## src/logic/dbg_cmd_pkg.sv

```systemverilog
// shared constants and types of the debug command decoder
package dbg_cmd_pkg;
  // command codes
  localparam logic [7:0] CMD_RD_STAT = 8'he4;
  localparam logic [7:0] CMD_WR_CTRL = 8'hc4;
  localparam logic [7:0] CMD_TGT_RST = 8'h18;
  localparam logic [7:0] CMD_HALT = 8'h90;
  localparam logic [7:0] CMD_RD_BYTE = 8'he0;
  localparam logic [7:0] CMD_RD_BYTE_ST = 8'he1;
  localparam logic [7:0] CMD_WR_BYTE = 8'hc0;
  localparam logic [7:0] CMD_WR_BYTE_ST = 8'hc1;
  localparam logic [7:0] CMD_BP_RD = 8'he2;
  localparam logic [7:0] CMD_BP_WR = 8'hc2;
  localparam logic [7:0] CMD_GO = 8'h08;
  localparam logic [7:0] CMD_STEP = 8'h10;
  localparam logic [7:0] CMD_BLK_RD = 8'h80;
  localparam logic [7:0] CMD_BLK_WR = 8'h88;
  localparam logic [7:0] CMD_FPC_RD = 8'h6b;
  localparam logic [7:0] CMD_FPC_WR = 8'h4b;
  localparam logic [7:0] CMD_SPC_RD = 8'h6f;
  localparam logic [7:0] CMD_SPC_WR = 8'h4f;
  // status/control field positions and write mask
  localparam int SCR_PERMIT = 7;
  localparam int SCR_BP_EN = 5;
  localparam int SCR_BP_FORCE = 4;
  localparam logic [7:0] SCR_WR_MASK = 8'hb0;
  localparam logic [7:0] SCR_RESET = 8'h00;
  localparam logic [15:0] BP_RESET = 16'h0000;
  // field lengths in bits
  localparam logic [4:0] BYTE_BITS = 5'h08;
  localparam logic [4:0] WORD_BITS = 5'h10;
  localparam int ADDR_W = 14;
  // timing in debug clock cycles
  localparam int DELAY_MIN_TICKS = 16;
  localparam int DELAY_MAX_TICKS = 511;
  localparam int IDLE_W = 10;
  localparam logic [IDLE_W-1:0] IDLE_TICKS = 10'h200;
  localparam logic [7:0] SYNC_TICKS = 8'h80;
  typedef enum logic [2:0] {S_CMD, S_ADDR, S_WD8, S_WD16, S_MRD, S_TX, S_IGNORE} st_e;
endpackage

```

## src/logic/debug_serial_command_decoder.sv

```systemverilog
// command layer of the single-wire background debug controller
// Summary of operation
// - commands start 8-bit code, MSB first
// - 512 idle ticks after fall soft-reset
// - only low 14 address bits used
// - E4 returns status/control byte
// - C4 writes status/control byte
// - sync request yields timed reference pulse
// - 18 requests whole microcontroller reset
// - 90 halts only when permit bit set
// - E0 address, delay, returns byte
// - E1 returns status then data byte
// - C0 address, data, then write
// - C1 writes byte then returns status
// - E2/C2 read/write breakpoint match register
// - 08 resumes user program, background only
// - 10 steps one instruction, background only
// - 80 streams bytes until soft-reset
// - 88 stores bytes until soft-reset
// - 6B/4B access flags and program counter
// - 6F returns zero-padded shadow counter
// - 4F loads shadow counter, ignores top bits
// - permit clear refuses background entry
`timescale 1ns/1ps
module debug_serial_command_decoder import dbg_cmd_pkg::*; #(
  parameter int DBG_DIV = 1
) (
  input wire logic CLK,
  input wire logic RESETN,
  input wire logic DEBUG_WIRE_PIN,
  input wire logic RX_BIT_STB,
  input wire logic RX_BIT,
  input wire logic TX_BIT_REQ,
  input wire logic SYNC_REQ,
  input wire logic BG_ACTIVE,
  input wire logic CPU_WAIT_STOP,
  input wire logic ACCESS_FAIL,
  input wire logic [1:0] CPU_FLAGS,
  input wire logic [13:0] CPU_PC,
  input wire logic [13:0] SPC_IN,
  input wire logic [7:0] MEM_RDATA,
  output logic TX_BIT,
  output logic TX_ACTIVE,
  output logic [13:0] MEM_ADDR,
  output logic [7:0] MEM_WDATA,
  output logic MEM_RE,
  output logic MEM_WE,
  output logic CPU_HALT_REQ,
  output logic CPU_GO,
  output logic CPU_STEP,
  output logic MCU_RESET_REQ,
  output logic CPU_REGS_WE,
  output logic [15:0] CPU_REGS_WDATA,
  output logic SPC_WE,
  output logic [13:0] SPC_WDATA,
  output logic DEBUG_PERMIT,
  output logic BP_ENABLE,
  output logic BP_FORCE,
  output logic [15:0] BP_MATCH,
  output logic SYNC_PULSE
);
  typedef struct packed {
    st_e st;
    logic [7:0] cmd;
    logic [15:0] sh;
    logic [4:0] cnt;
    logic [ADDR_W-1:0] addr;
    logic [ADDR_W-1:0] mem_addr;
    logic [15:0] wd;
    logic [15:0] tx;
    logic [4:0] txn;
    logic tx_on;
    logic mem_re;
    logic mem_we;
    logic halt;
    logic go;
    logic step;
    logic rst_req;
    logic regs_we;
    logic spc_we;
    logic [7:0] scr;
    logic [15:0] bp;
    logic sync_on;
    logic [7:0] sync_cnt;
  } state_s;
  state_s q;
  state_s d;
  logic tick;
  logic soft_rst;
  logic fin;
  logic [15:0] w;
  logic [4:0] need;
  logic [7:0] stat;
  logic bg_only;

  tick_divider #(.DIV(DBG_DIV)) u_div (
    .clk(CLK),
    .resetn(RESETN),
    .tick(tick)
  );

  pin_idle_monitor u_idle (
    .clk(CLK),
    .resetn(RESETN),
    .tick(tick),
    .pin(DEBUG_WIRE_PIN),
    .soft_rst(soft_rst)
  );

  always_comb begin
    d = q;
    d.mem_re = 1'b0;
    d.mem_we = 1'b0;
    d.halt = 1'b0;
    d.go = 1'b0;
    d.step = 1'b0;
    d.rst_req = 1'b0;
    d.regs_we = 1'b0;
    d.spc_we = 1'b0;
    stat = {q.scr[7], BG_ACTIVE, q.scr[5:4], 1'b0, CPU_WAIT_STOP, ACCESS_FAIL, 1'b0};
    w = {q.sh[14:0], RX_BIT};
    need = (q.st == S_ADDR || q.st == S_WD16) ? WORD_BITS : BYTE_BITS;
    fin = 1'b0;
    if (RX_BIT_STB && (q.st == S_CMD || q.st == S_ADDR || q.st == S_WD8 || q.st == S_WD16)) begin
      d.sh = w;
      d.cnt = q.cnt + 5'h01;
      if (q.cnt == need - 5'h01) begin
        fin = 1'b1;
        d.cnt = 5'h00;
      end
    end
    bg_only = 1'b0;
    case (w[7:0])
      CMD_GO, CMD_STEP, CMD_BLK_RD, CMD_BLK_WR, CMD_FPC_RD, CMD_FPC_WR, CMD_SPC_RD,
      CMD_SPC_WR: bg_only = 1'b1;
      default: bg_only = 1'b0;
    endcase
    case (q.st)
      S_CMD: begin
        if (fin) begin
          d.cmd = w[7:0];
          if (bg_only && !BG_ACTIVE) begin
            d.st = (w[7:0] == CMD_GO || w[7:0] == CMD_STEP) ? S_CMD : S_IGNORE;
          end else begin
            case (w[7:0])
              CMD_RD_STAT: begin
                d.tx = {stat, 8'h00};
                d.txn = BYTE_BITS;
                d.tx_on = 1'b1;
                d.st = S_TX;
              end
              CMD_WR_CTRL: d.st = S_WD8;
              CMD_TGT_RST: d.rst_req = 1'b1;
              CMD_HALT: d.halt = q.scr[SCR_PERMIT];
              CMD_RD_BYTE, CMD_RD_BYTE_ST, CMD_WR_BYTE, CMD_WR_BYTE_ST, CMD_BLK_RD,
              CMD_BLK_WR: d.st = S_ADDR;
              CMD_BP_RD: begin
                d.tx = q.bp;
                d.txn = WORD_BITS;
                d.tx_on = 1'b1;
                d.st = S_TX;
              end
              CMD_BP_WR, CMD_FPC_WR, CMD_SPC_WR: d.st = S_WD16;
              CMD_GO: d.go = 1'b1;
              CMD_STEP: d.step = 1'b1;
              CMD_FPC_RD: begin
                d.tx = {CPU_FLAGS, CPU_PC};
                d.txn = WORD_BITS;
                d.tx_on = 1'b1;
                d.st = S_TX;
              end
              CMD_SPC_RD: begin
                d.tx = {2'b00, SPC_IN};
                d.txn = WORD_BITS;
                d.tx_on = 1'b1;
                d.st = S_TX;
              end
              // unsupported codes are skipped whole up to the next soft-reset
              default: d.st = S_IGNORE;
            endcase
          end
        end
      end
      S_ADDR: begin
        if (fin) begin
          d.addr = w[ADDR_W-1:0];
          if (q.cmd == CMD_RD_BYTE || q.cmd == CMD_RD_BYTE_ST || q.cmd == CMD_BLK_RD) begin
            d.mem_addr = w[ADDR_W-1:0];
            d.mem_re = 1'b1;
            d.st = S_MRD;
          end else begin
            d.st = S_WD8;
          end
        end
      end
      // read data is sampled in the cycle that MEM_RE is high
      S_MRD: begin
        if (q.cmd == CMD_RD_BYTE_ST) begin
          d.tx = {stat, MEM_RDATA};
          d.txn = WORD_BITS;
        end else begin
          d.tx = {MEM_RDATA, 8'h00};
          d.txn = BYTE_BITS;
        end
        d.tx_on = 1'b1;
        d.st = S_TX;
      end
      S_WD8: begin
        if (fin) begin
          if (q.cmd == CMD_WR_CTRL) begin
            d.scr = w[7:0] & SCR_WR_MASK;
            d.st = S_CMD;
          end else begin
            d.mem_we = 1'b1;
            d.mem_addr = q.addr;
            d.wd = {8'h00, w[7:0]};
            d.st = S_CMD;
            if (q.cmd == CMD_WR_BYTE_ST) begin
              d.tx = {stat, 8'h00};
              d.txn = BYTE_BITS;
              d.tx_on = 1'b1;
              d.st = S_TX;
            end else if (q.cmd == CMD_BLK_WR) begin
              d.addr = q.addr + 14'h0001;
              d.st = S_WD8;
            end
          end
        end
      end
      S_WD16: begin
        if (fin) begin
          d.wd = w;
          d.st = S_CMD;
          case (q.cmd)
            CMD_BP_WR: d.bp = w;
            CMD_FPC_WR: d.regs_we = 1'b1;
            CMD_SPC_WR: d.spc_we = 1'b1;
            default: d.st = S_CMD;
          endcase
        end
      end
      S_TX: begin
        if (TX_BIT_REQ) begin
          d.tx = {q.tx[14:0], 1'b0};
          d.txn = q.txn - 5'h01;
          if (q.txn == 5'h01) begin
            d.tx_on = 1'b0;
            d.st = S_CMD;
            if (q.cmd == CMD_BLK_RD) begin
              d.addr = q.addr + 14'h0001;
              d.mem_addr = q.addr + 14'h0001;
              d.mem_re = 1'b1;
              d.st = S_MRD;
            end
          end
        end
      end
      S_IGNORE: d.st = S_IGNORE;
      default: d.st = S_CMD;
    endcase
    if (SYNC_REQ) begin
      d.sync_on = 1'b1;
      d.sync_cnt = SYNC_TICKS;
    end else if (q.sync_on && tick) begin
      d.sync_cnt = q.sync_cnt - 8'h01;
      if (q.sync_cnt == 8'h01) begin
        d.sync_on = 1'b0;
      end
    end
    if (soft_rst) begin
      d.st = S_CMD;
      d.cnt = 5'h00;
      d.txn = 5'h00;
      d.tx_on = 1'b0;
    end
  end

  always_ff @(posedge CLK) begin
    if (!RESETN) begin
      q <= '{st: S_CMD, scr: SCR_RESET, bp: BP_RESET, default: '0};
    end else begin
      q <= d;
    end
  end

  assign TX_BIT = q.tx[15];
  assign TX_ACTIVE = q.tx_on;
  assign MEM_ADDR = q.mem_addr;
  assign MEM_WDATA = q.wd[7:0];
  assign MEM_RE = q.mem_re;
  assign MEM_WE = q.mem_we;
  assign CPU_HALT_REQ = q.halt;
  assign CPU_GO = q.go;
  assign CPU_STEP = q.step;
  assign MCU_RESET_REQ = q.rst_req;
  assign CPU_REGS_WE = q.regs_we;
  assign CPU_REGS_WDATA = q.wd;
  assign SPC_WE = q.spc_we;
  assign SPC_WDATA = q.wd[13:0];
  assign DEBUG_PERMIT = q.scr[SCR_PERMIT];
  assign BP_ENABLE = q.scr[SCR_BP_EN];
  assign BP_FORCE = q.scr[SCR_BP_FORCE];
  assign BP_MATCH = q.bp;
  assign SYNC_PULSE = q.sync_on;
endmodule // debug_serial_command_decoder

```

## src/logic/pin_idle_monitor.sv

```systemverilog
// debug pin synchroniser and long-idle soft-reset detector
`timescale 1ns/1ps
module pin_idle_monitor import dbg_cmd_pkg::*; (
  input wire logic clk,
  input wire logic resetn,
  input wire logic tick,
  input wire logic pin,
  output logic soft_rst
);
  typedef struct packed {
    logic s1;
    logic s2;
    logic s3;
    logic [IDLE_W-1:0] cnt;
    logic idle;
    logic pulse;
  } mon_s;
  mon_s q;
  mon_s d;

  always_comb begin
    d = q;
    d.s1 = pin;
    d.s2 = q.s1;
    d.s3 = q.s2;
    d.pulse = 1'b0;
    if (q.s3 && !q.s2) begin
      d.cnt = '0;
      d.idle = 1'b0;
    end else if (tick && !q.idle) begin
      if (q.cnt == IDLE_TICKS - 10'h001) begin
        d.idle = 1'b1;
        d.pulse = 1'b1;
      end else begin
        d.cnt = q.cnt + 10'h001;
      end
    end
  end

  // idle line at reset counts as already soft-reset
  always_ff @(posedge clk) begin
    if (!resetn) begin
      q <= '{s1: 1'b1, s2: 1'b1, s3: 1'b1, cnt: '0, idle: 1'b1, pulse: 1'b0};
    end else begin
      q <= d;
    end
  end

  assign soft_rst = q.pulse;
endmodule // pin_idle_monitor

```

## src/logic/tick_divider.sv

```systemverilog
// debug clock enable: one-cycle pulse every DIV clock cycles
`timescale 1ns/1ps
module tick_divider import dbg_cmd_pkg::*; #(
  parameter int DIV = 1
) (
  input wire logic clk,
  input wire logic resetn,
  output logic tick
);
  typedef struct packed {
    logic [15:0] cnt;
    logic tick;
  } div_s;
  div_s q;
  div_s d;

  always_comb begin
    d = q;
    d.tick = 1'b0;
    if (q.cnt >= 16'(DIV - 1)) begin
      d.cnt = 16'h0000;
      d.tick = 1'b1;
    end else begin
      d.cnt = q.cnt + 16'h0001;
    end
  end

  always_ff @(posedge clk) begin
    if (!resetn) begin
      q <= '0;
    end else begin
      q <= d;
    end
  end

  assign tick = q.tick;
endmodule // tick_divider

```

## config.mk

```make
export PLATFORM = sky130hd
export DESIGN_NAME = debug_serial_command_decoder
export DESIGN_NICKNAME = d
export VERILOG_FILES = /design/src/logic/dbg_cmd_pkg.sv /design/src/logic/debug_serial_command_decoder.sv /design/src/logic/pin_idle_monitor.sv /design/src/logic/tick_divider.sv
export SDC_FILE = /design/constraint.sdc
export NUM_CORES = 1
export LEC_CHECK = 0
export BUFFER_PORTS_ARGS = -buffer_cell sky130_fd_sc_hd__buf_2
export CORE_ASPECT_RATIO = 1.1
export CORE_MARGIN = 4
export CORE_UTILIZATION = 35
export CTS_CLUSTER_DIAMETER = 80
export DETAILED_ROUTE_END_ITERATION = 8
export SETUP_SLACK_MARGIN = 0.05
export SLEW_MARGIN = 30
export SYNTH_ARGS = -nofsm -noshare
export SYNTH_HDL_FRONTEND = slang
export SYNTH_SLANG_ARGS = --single-unit
```

## constraint.sdc

```tcl
create_clock -name CLK -period 4.83 [get_ports CLK]
set_input_delay 0.7245 -clock CLK [delete_from_list [all_inputs] [get_ports CLK]]
set_output_delay 0.7245 -clock CLK [all_outputs]
set_load 0.02 [all_outputs]
```

Word level (Yosys, flattened, before mapping)
Cells that the tools add are included.
Storage, ports and cells
  register bits after elaboration: 165
  input port bits: 48
  output and inout bits: 82
  logic and storage cells: 203
Cells by class
  $add $sub $neg: 7
  magnitude comparators: 1
  eq/ne operators: 52
  mux-type cells: 57
  bitwise logic cells: 6
  reductions and logical operators: 49
Operators with widths (count)
  $pmux 22 s4: 2
  $eq 8x8->1 const B: 18
  $mux 66: 2
  $mux 28: 4
  $pmux 28 s3: 1
  $mux 22: 3
  $eq 8x7->1 const B: 6
  $mux 14: 3
  $mux 3: 11
  $pmux 16 s2: 1
  $mux 23: 1
  $mux 21: 1
  $pmux 3 s7: 1
  $ne 2x2->1 const B: 10
  $mux 9: 2
  $reduce_and 9->1: 2
  $add 16x1->16 const B: 1
  $eq 8x5->1 const B: 2
  $ge 16x1->1 const B: 1
  $mux 16: 1
  $reduce_and 8->1: 2
  $mux 1: 15
  $pmux 3 s5: 1
  $add 14x1->14 const B: 1
  37 further kinds: 80

Depth between registers and ports, before layout
Gate-level depths: netlist of the first run.
  word-level depth: 9
  depth in mapped cells: 10
  gate-level depth less buffers: 8

By module
From an unflattened synthesis of the first run, not the netlist that was laid out.
Second synthesis, totals
  cell total of the unflattened synthesis: 1004
  area, all modules: 8408.1 um2
Modules (own cells, without submodules)
  debug_serial_command_decoder: instances 1, cells an instance 929, area an instance 7667.4 um2, seq. area each 2662.6 um2
  pin_idle_monitor: instances 1, cells an instance 74, area an instance 720.7 um2, seq. area each 300.3 um2
  tick_divider: instances 1, cells an instance 1, area an instance 20.0 um2, seq. area each 20.0 um2

Least setup slack after synthesis of the first run
OpenSTA, ideal clock, no wires.
  kind: input to register
  from: input port RX_BIT
  to: register q[59] in the netlist's numbering
  library setup time: 0.116 ns
  arrival time: 2.278 ns
  required time: 4.714 ns
  path slack: 2.436 ns
  stages: 7
  buffers on the path: 1
  cells stage by stage: or4b_2 -> nand2_1 -> nand3_1 -> clkbuf_1 -> o31ai_1 -> o21ai_0 -> a41o_1
On the way
  word-level cells in the longest chain between the ends: 6
  elaborated cells between the ends (all ways): 20
  those cells by class: 12 x eq/ne; 5 x mux; 3 x reduce/logical
RTL lines
  start, declared: RTL line debug_serial_command_decoder.sv:32  | input wire logic RX_BIT,
  $eq 8x4->1, or another cell as far along: RTL line debug_serial_command_decoder.sv:133  | case (w[7:0])
  $reduce_or 8->1: RTL line debug_serial_command_decoder.sv:133
  $mux 1: RTL line debug_serial_command_decoder.sv:133
  $logic_and 1x1->1: RTL line debug_serial_command_decoder.sv:142  | if (bg_only && !BG_ACTIVE) begin
  $ne 2x2->1 (no line)
  $reduce_and 8->1 (no line)
  end signal, assigned: RTL line debug_serial_command_decoder.sv:280  | q <= '{st: S_CMD, scr: SCR_RESET, bp: BP_RESET, default: '0};
  end signal, assigned: RTL line debug_serial_command_decoder.sv:282  | q <= d;
  end, declared: RTL line debug_serial_command_decoder.sv:86  | state_s q;
Parallel ways exist; a longest one is shown, timed or not. The select of a mux whose other input is x is not followed.
A chain may end at the register's enable or synchronous reset.

Worst setup path in the final report of the first run
  from: register q[138] in the netlist's numbering
  to: register q, in the netlist MEM_ADDR[13]
On the way
  word-level cells in the longest chain between the ends: 9
  elaborated cells between the ends (all ways): 25
  those cells by class: 1 x add/sub; 12 x eq/ne; 4 x mux; 8 x reduce/logical
RTL lines
  $eq 3x1->1 or $eq 3x2->1 (tied branches): RTL line debug_serial_command_decoder.sv:122, debug_serial_command_decoder.sv:124, debug_serial_command_decoder.sv:138
  $logic_or 1x1->1: RTL line debug_serial_command_decoder.sv:122  | need = (q.st == S_ADDR || q.st == S_WD16) ? WORD_BITS : BYTE_BITS;
  $mux 5: RTL line debug_serial_command_decoder.sv:122
  $sub 5x1->5: RTL line debug_serial_command_decoder.sv:127  | if (q.cnt == need - 5'h01) begin
  $eq 5x5->1: RTL line debug_serial_command_decoder.sv:127
  $mux 1: RTL line debug_serial_command_decoder.sv:127
  $mux 1: RTL line debug_serial_command_decoder.sv:124  | if (RX_BIT_STB && (q.st == S_CMD || q.st == S_ADDR || q.st == S_WD8 || q.st == S_WD16)) begin
  $ne 2x2->1 (no line)
  $reduce_and 8->1 (no line)
Parallel ways exist; a longest one is shown, timed or not.

==> results.md, run 1 <==
* Worst-Margin Slew at 852 ps
* Final ANT Viol Nets at 0
* DIE HEIGHT at roughly 170 um
* CP Class: reg -> reg
* Post-synth top flop: dfxtp_1
* Final wirelength at 22000 um
* Setup-failing EPs final at 0
* Max-slew violation count at 0
* Top-area cell type share of the netlist area at a little under two fifths
* Status: completed
* Largest family of logic cells by synthesized area: simple AND/OR/NAND/NOR gates
* Post-synth EDFFs at 0
* Post-DP HPWL at about 15000 um
* Hold-critical path depth at 1
* CP Max Fanout at 28
* Critical Path AT at approximately 3500 ps
* Syn avg cell area at between 8 and 9 um^2
* Final GP Congestion at 0.861
* Final nets at approximately 1.1k
* Max IR drop VDD at around 0.00023 V
* Post-synthesis compound-gate area fraction at between 15 and 20%
* Synth Area in Adders at under 10%
* Ys Warns at 0
* HP Start: u_idle.d[13]
* Initial antenna violation count at 0
* Sink Count at 149
* Post-CTS Resized at 0
* Post-DP Area at a little over 8000 um^2
* Placed insts at about 1.3k
* Max_cap viols at 0
* Die area at ~25000 um^2
* Top post-synthesis cells by area: dfxtp_1, mux2i_1, buf_4
* Clk root buf: clkbuf_16
* Fillers at between 2k and 2.5k
* Clock-pin slew on the worst setup and hold paths at approximately 60 ps
* Via count at 6873
* # H-tree levels at 4
* Simple-gate area share of the yosys netlist at ~22%
* # IOs at between 100 and 150
* TritonCTS clock tree: yes
* # port buffers at 129
* Reg2reg end: MEM_ADDR[13]
* Lkg Pwr at 3.55 nW
* Residual DRC count at 0
* Total CTS buffers at 17
* R2R depth at 7
* Cell Rows at between 50 and 60
* Global-route wire length before repair at between 30000 and 40000 um
* RSZ-0062 raised after global routing: false
* Total iterations of the first detailed-routing run at 5
* Cell area power density at about 310 nW/um^2
* Average routed wire per standard cell at approximately 17 um
* Post-route minimum period at 3140 ps
* Fin crit share at about 65%
* Area growth syn-to-layout at 11.8%
* Setup bufs post-CTS at 0
* Worst relative slew slack at between 40% and 50%
* Unique masters post-synth at 75
* CTS max path bufs at 2
* Hold buffers post-CTS at 0
* All-Layer GR Usage at around 17%
* Mux share of post-synthesis cell area at approximately 7.4%
* Synth async-reset ratio at 0%
* F_max at 0.318 GHz
* Diode count at 0
* Die width at roughly 150 um
* Share of post-route cells with drive strength above 1 at 19.3%
* Reg2reg start: q[138]
* Total power at 2.78 mW
* CP endpoint kind: register
* Core Util, Final at around two fifths
* Hold worst-path end: u_idle.d[12]
* Synth Net Count at between 1k and 1.5k
* Post-Synthesis Cell Area at 7980 um^2
* Initial core utilization at a little over a third
* #FFs+latches synth at roughly 150
* Fin Setup TNS at 0 ps
* Sequential share of the synthesized area at 37.4%
* Fin area at 8920 um^2
* Worst-skew pair later-pin latency at 420 ps
* Fin. Hold Viols at 0
* Hold WC Path Type: reg -> reg
* Final non-filler cell total at between 1k and 1.5k
* Leading area contributor after synthesis: dfxtp_1
* Setup skew after layout at between 7 and 8 ps
* Critical path data required time at between 5000 and 6000 ps
* Core area at between 20000 and 25000 um^2
* Vias per std cell at 5.27
* Largest net degree at the start of global routing at 70
* Post-Synth XOR/XNOR Area at under 10%
* Vias in the first global route at 6479
* Post-synthesis cell count at between 900 and 1k
* Gr ovfl total at 0
* Critical Path Start Type: register
* R2R Setup Slk at 1690 ps
* Initial DRC Count at between 300 and 400
Yosys cell counts (8+ instances only):
library cell / number
nand2_1: 100
a22o_1: 10
clkbuf_1: 38
xor2_1: 9
dfxtp_1: 149
nand3_1: 31
buf_2: 14
xnor2_1: 10
mux2i_1: 58
or3_1: 12
buf_4: 71
nor3_1: 16
a221oi_1: 10
o21ai_0: 46
nand2b_1: 15
o31ai_1: 17
nand4_1: 9
a21oi_1: 65
buf_1: 8
inv_1: 14
a211oi_1: 15
nor2_1: 123
cell families after synthesis:
logic type,after synthesis
AOI/OAI and AO/OA,225
DFF,149
xor gates and xnor gates,19
buffers and inverters,148
muxes,59
adders and majority gates,7
and+or+nand+nor,360
through the flow:
step,setup WS [ps],hold slack [ps]
after CTS,1710,426
after global routing,1410,431
after global placement,1580,400
after detailed placement,1530,412
after floorplan,2440,386
final,1690,414
final cells by class:
class / count / area (um^2) / share of cell area, %
timing repair buffer: 143 / 751 / 8.42
sequential: 149 / 2980 / 33.5
tap: 295 / 369 / 4.14
inverter: 14 / 52.6 / 0.589
clock inverter: 7 / 143 / 1.60
multi-input combinational: 670 / 4120 / 46.2
clock buffer: 25 / 495 / 5.56
cell usage in the layout (no fill, tap or decap), drive strengths merged, types with 4 or more instances in the layout:
cell type,synthesis,routed
a222oi,5,5
a31oi,7,7
nand3,31,31
nor3,16,16
nor4b,7,7
nor2,124,124
nor4,6,6
nand4,9,9
a311oi,6,6
or4,5,5
mux2i,58,58
dfxtp,149,149
buf,96,143
nand2,100,100
bufinv,0,4
a221oi,10,10
nand2b,15,15
a21oi,65,65
xor2,9,9
clkbuf,38,25
nor2b,6,6
inv,14,14
ha,7,7
or2,4,4
or3,14,14
a22o,10,10
and3,5,5
o31ai,17,17
o21ai,47,47
a211oi,21,21
xnor2,10,10
sequential cells by signal, summed over array words and instances (netlist names):
register         cells
q                   73
MEM_RE               1
CPU_STEP             1
u_idle.q            12
DEBUG_PERMIT         1
CPU_HALT_REQ         1
BP_ENABLE            1
SPC_WE               1
BP_MATCH            16
TX_ACTIVE            1
MCU_RESET_REQ        1
u_idle.d             2
SYNC_PULSE           1
u_div.tick           1
MEM_ADDR            14
u_idle.soft_rst      1
CPU_REGS_WE          1
MEM_WE               1
CPU_GO               1
CPU_REGS_WDATA      16
BP_FORCE             1
TX_BIT               1
worst max-delay path, stage by stage, from the launching register on:
cell and delay (ps):
dfxtp_1 620, nor2b_1 680, nand2_1 110, buf_4 240
nor4_4 350, o221a_2 640, o2111ai_1 210, o211a_1 170
how the worst max path moves through the flow:
stage,startpoint,end,slack [ps],cells after the start
after global placement,RX_BIT_STB,MEM_ADDR[12],1580,7
after detailed placement,RX_BIT_STB,MEM_ADDR[13],1530,7
after CTS,q[138],MEM_ADDR[13],1710,7
after global routing,q[138],MEM_ADDR[13],1410,7
final,q[138],MEM_ADDR[13],1690,7
after floorplan,RX_BIT,q[59],2440,7
routing by layer:
metal / track usage (%) / part of all wire, % / routed length, um
met5: 0 / 0 / 0
met4: 5.71 / 2.0 / 438
met3: 3.41 / 4.8 / 1060
met2: 26.9 / 46 / 10100
met1: 24.1 / 47 / 10400
power breakdown:
group	switching, mW	internal [mW]	total (mW)
logic	0.0614	0.0349	0.0963
clock network	0.519	0.921	1.44
registers	0.00875	1.24	1.25
total	0.589	2.19	2.78
Note: power is estimated with default switching activity, not from simulation.
==> inputs of run 2 (changes only) <==
==> constraint.sdc (replaced) <==
create_clock -name CLK -period 2.7 [get_ports CLK]
set_input_delay 0.405 -clock CLK [delete_from_list [all_inputs] [get_ports CLK]]
set_output_delay 0.405 -clock CLK [all_outputs]
set_load 0.02 [all_outputs]
==> results.md, run 2 (same netlist as run 1, synthesis figures left out) <==
* Crit-path cells: ha_1 -> nand2_1 -> or4b_4 -> o21ai_2 -> o221a_2 -> buf_4 -> o2111ai_1 -> o211a_1 (was nor2b_1 -> nand2_1 -> buf_4 -> nor4_4 -> o221a_2 -> o2111ai_1 -> o211a_1)
* R2R depth at 8 (was 7)
* CP peak stage delay at 550 ps (was 680 ps)
* Final GP Congestion at 0.893 (was 0.861)
* CP delay by family, top: compound AO/OA/AOI/OAI gates (was simple AND/OR/NAND/NOR gates)
* Max-slew violation count at 0 (unchanged)
* DIE HEIGHT at 166 um (unchanged)
* Placed insts at 1303 (was 1271)
* Register Area at 2980 um^2 (unchanged)
* Total iterations of the first detailed-routing run at 5 (unchanged)
* TritonCTS clock tree: yes (unchanged)
* Final wirelength at 22300 um (was 22000 um)
* Fin. Hold Viols at 0 (unchanged)
* Final nets at 1082 (was 1050)
* Critical path data required time at 3020 ps (was 5140 ps)
* Total CTS buffers at 17 (unchanged)
* Initial DRC Count at 532 (was 396)
* Via count at 7055 (was 6873)
* Initial antenna violation count at 0 (unchanged)
* Gr ovfl total at 0 (unchanged)
* Largest Register: q (unchanged)
* Fin area at 9160 um^2 (was 8920 um^2)
* Die width at 152 um (unchanged)
* Max IR drop VDD at 0.000312 V (was 0.000226 V)
* Clk root buf: clkbuf_16 (unchanged)
* # IOs at 130 (unchanged)
* Bufs and invs on worst path at 1 (unchanged)
* Post-DP Area at 8540 um^2 (was 8280 um^2)
* R2R Setup Slk at 280 ps (was 1690 ps)
* CP Max Fanout at 28 (unchanged)
* Total power at 4.89 mW (was 2.78 mW)
* Cell area power density at 534 nW/um^2 (was 312 nW/um^2)
* Final non-filler cell total at 1334 (was 1303)
* Area growth syn-to-layout at 14.8% (was 11.8%)
* Initial core utilization at 35.9% (unchanged)
* Post-route minimum period at 2420 ps (was 3140 ps)
* Residual DRC count at 0 (unchanged)
* Hold worst-path end: u_idle.d[13] (was u_idle.d[12])
* Status: completed (unchanged)
* Clock-pin slew on the worst setup and hold paths at 60 ps (about the same)
* Fillers at 2274 (was 2278)
* Average routed wire per standard cell at 16.7 um (was 16.9 um)
* CTS max path bufs at 2 (unchanged)
* Diode count at 0 (unchanged)
* Hold-critical path depth at 2 (was 1)
* Reg2reg start: q[107] (was q[138])
* Setup skew after layout at 13.2 ps (was 7.67 ps)
* HP Start: DEBUG_WIRE_PIN (was u_idle.d[13])
* Largest register FFs at 73 (unchanged)
* Critical Path Start Type: register (unchanged)
* Final ANT Viol Nets at 0 (unchanged)
* Vias in the first global route at 6629 (was 6479)
* Global-route wire length before repair at 35700 um (was 36000 um)
* Cell Rows at 57 (unchanged)
* Fin crit share at 89.6% (was 65.0%)
* CP Class: reg -> reg (unchanged)
* Slowest CP cell: or4b_4 (was nor2b_1)
* Core area at 22300 um^2 (unchanged)
* Fin Setup TNS at 0 ps (unchanged)
* Hold buffers post-CTS at 0 (unchanged)
* Reg2reg end: MEM_ADDR[13] (unchanged)
* Core Util, Final at 41.2% (was 40.1%)
* Max_cap viols at 0 (unchanged)
* Share of post-route cells with drive strength above 1 at 22.2% (was 19.3%)
* Worst relative slew slack at 56.0% (was 43.0%)
* All-Layer GR Usage at 17.3% (about the same)
* CP endpoint kind: register (unchanged)
* Vias per std cell at 5.29 (was 5.27)
* Worst-skew pair later-pin latency at 430 ps (was 420 ps)
* Post-DP HPWL at 15900 um (was 15300 um)
* Most common cell after layout, fill and taps aside: dfxtp_1 (unchanged)
* # H-tree levels at 4 (unchanged)
* Post-CTS Resized at 0 (unchanged)
* Setup-failing EPs final at 0 (unchanged)
* Sink Count at 149 (unchanged)
* # port buffers at 129 (unchanged)
* Critical Path AT at 2740 ps (was 3450 ps)
* Setup bufs post-CTS at 0 (unchanged)
* RSZ-0062 raised after global routing: false (unchanged)
* Worst-Margin Slew at 657 ps (was 852 ps)
* F_max at 0.413 GHz (was 0.318 GHz)
* Lkg Pwr at 3.72 nW (was 3.55 nW)
* Hold WC Path Type: in -> reg (was reg -> reg)
* Die area at 25300 um^2 (unchanged)
* Most frequent cells in the layout: dfxtp_1, buf_2, nor2_1 (unchanged)
* Multi-input gate area at 4130 um^2 (was 4120 um^2)
* Largest net degree at the start of global routing at 67 (was 70)
-- run 2: cell types whose count changed in the layout (fill, tap and decap cells not counted), sizes merged --
cell	change
buf	+32
bufinv	-1
clkbuf	-7
clkinv	+4
clkinvlp	-1
inv	+4
-- run 2: power breakdown --
part	leakage, nW	switching (mW)	internal (mW)
Sequential	1.20	0.0142	2.21
Combinational	2.22	0.114	0.0707
Clock	0.294	0.991	1.49
-- run 2: worst register-to-register path: cells and delay by family, from the launching register on --
kind | cells | cell delay, ps
AO/OA/AOI/OAI | 4 | 790
adder cells (fa/ha/maj) | 1 | 210
AND/OR/NAND/NOR | 2 | 660
buffers and inverters | 1 | 280
flip-flops | 1 | 370
-- run 2: how the worst max path moves through the flow --
stage               cells after the start  slack, ps   start             to
floorplan                              10        590   q[43]   MEM_ADDR[10]
global placement                        7        320  q[118]  MCU_RESET_REQ
detailed placement                      8        300  q[107]   MEM_ADDR[13]
CTS                                     8        290  q[107]   MEM_ADDR[13]
global route                            8        140  q[107]   MEM_ADDR[13]
finish                                  8        280  q[107]   MEM_ADDR[13]
-- run 2: metrics by stage --
stage                     hold slack [ps]  setup WS [ps]
final                                 166            280
after global routing                  166            141
after CTS                             150            288
after detailed placement              441            303
after global placement                415            322
after floorplan                       386            587
-- run 2: per-layer routing --
layer	routed length, um	GRT usage (%)	vias to the layer above
met5	0	0	-
met4	459	5.86	0
met3	1160	3.23	35
met2	10400	28.2	242
met1	10300	22.9	3265
li1	-	-	3513
-- run 2: layout make-up --
| cell class | instances | area share [%] |
|---|---|---|
| multi-input combinational | 670 | 45.1 |
| tap | 295 | 4.03 |
| inverter | 14 | 0.574 |
| clock buffer | 18 | 4.79 |
| clock inverter | 13 | 1.87 |
| sequential | 149 | 32.6 |
| timing repair buffer | 175 | 11.1 |
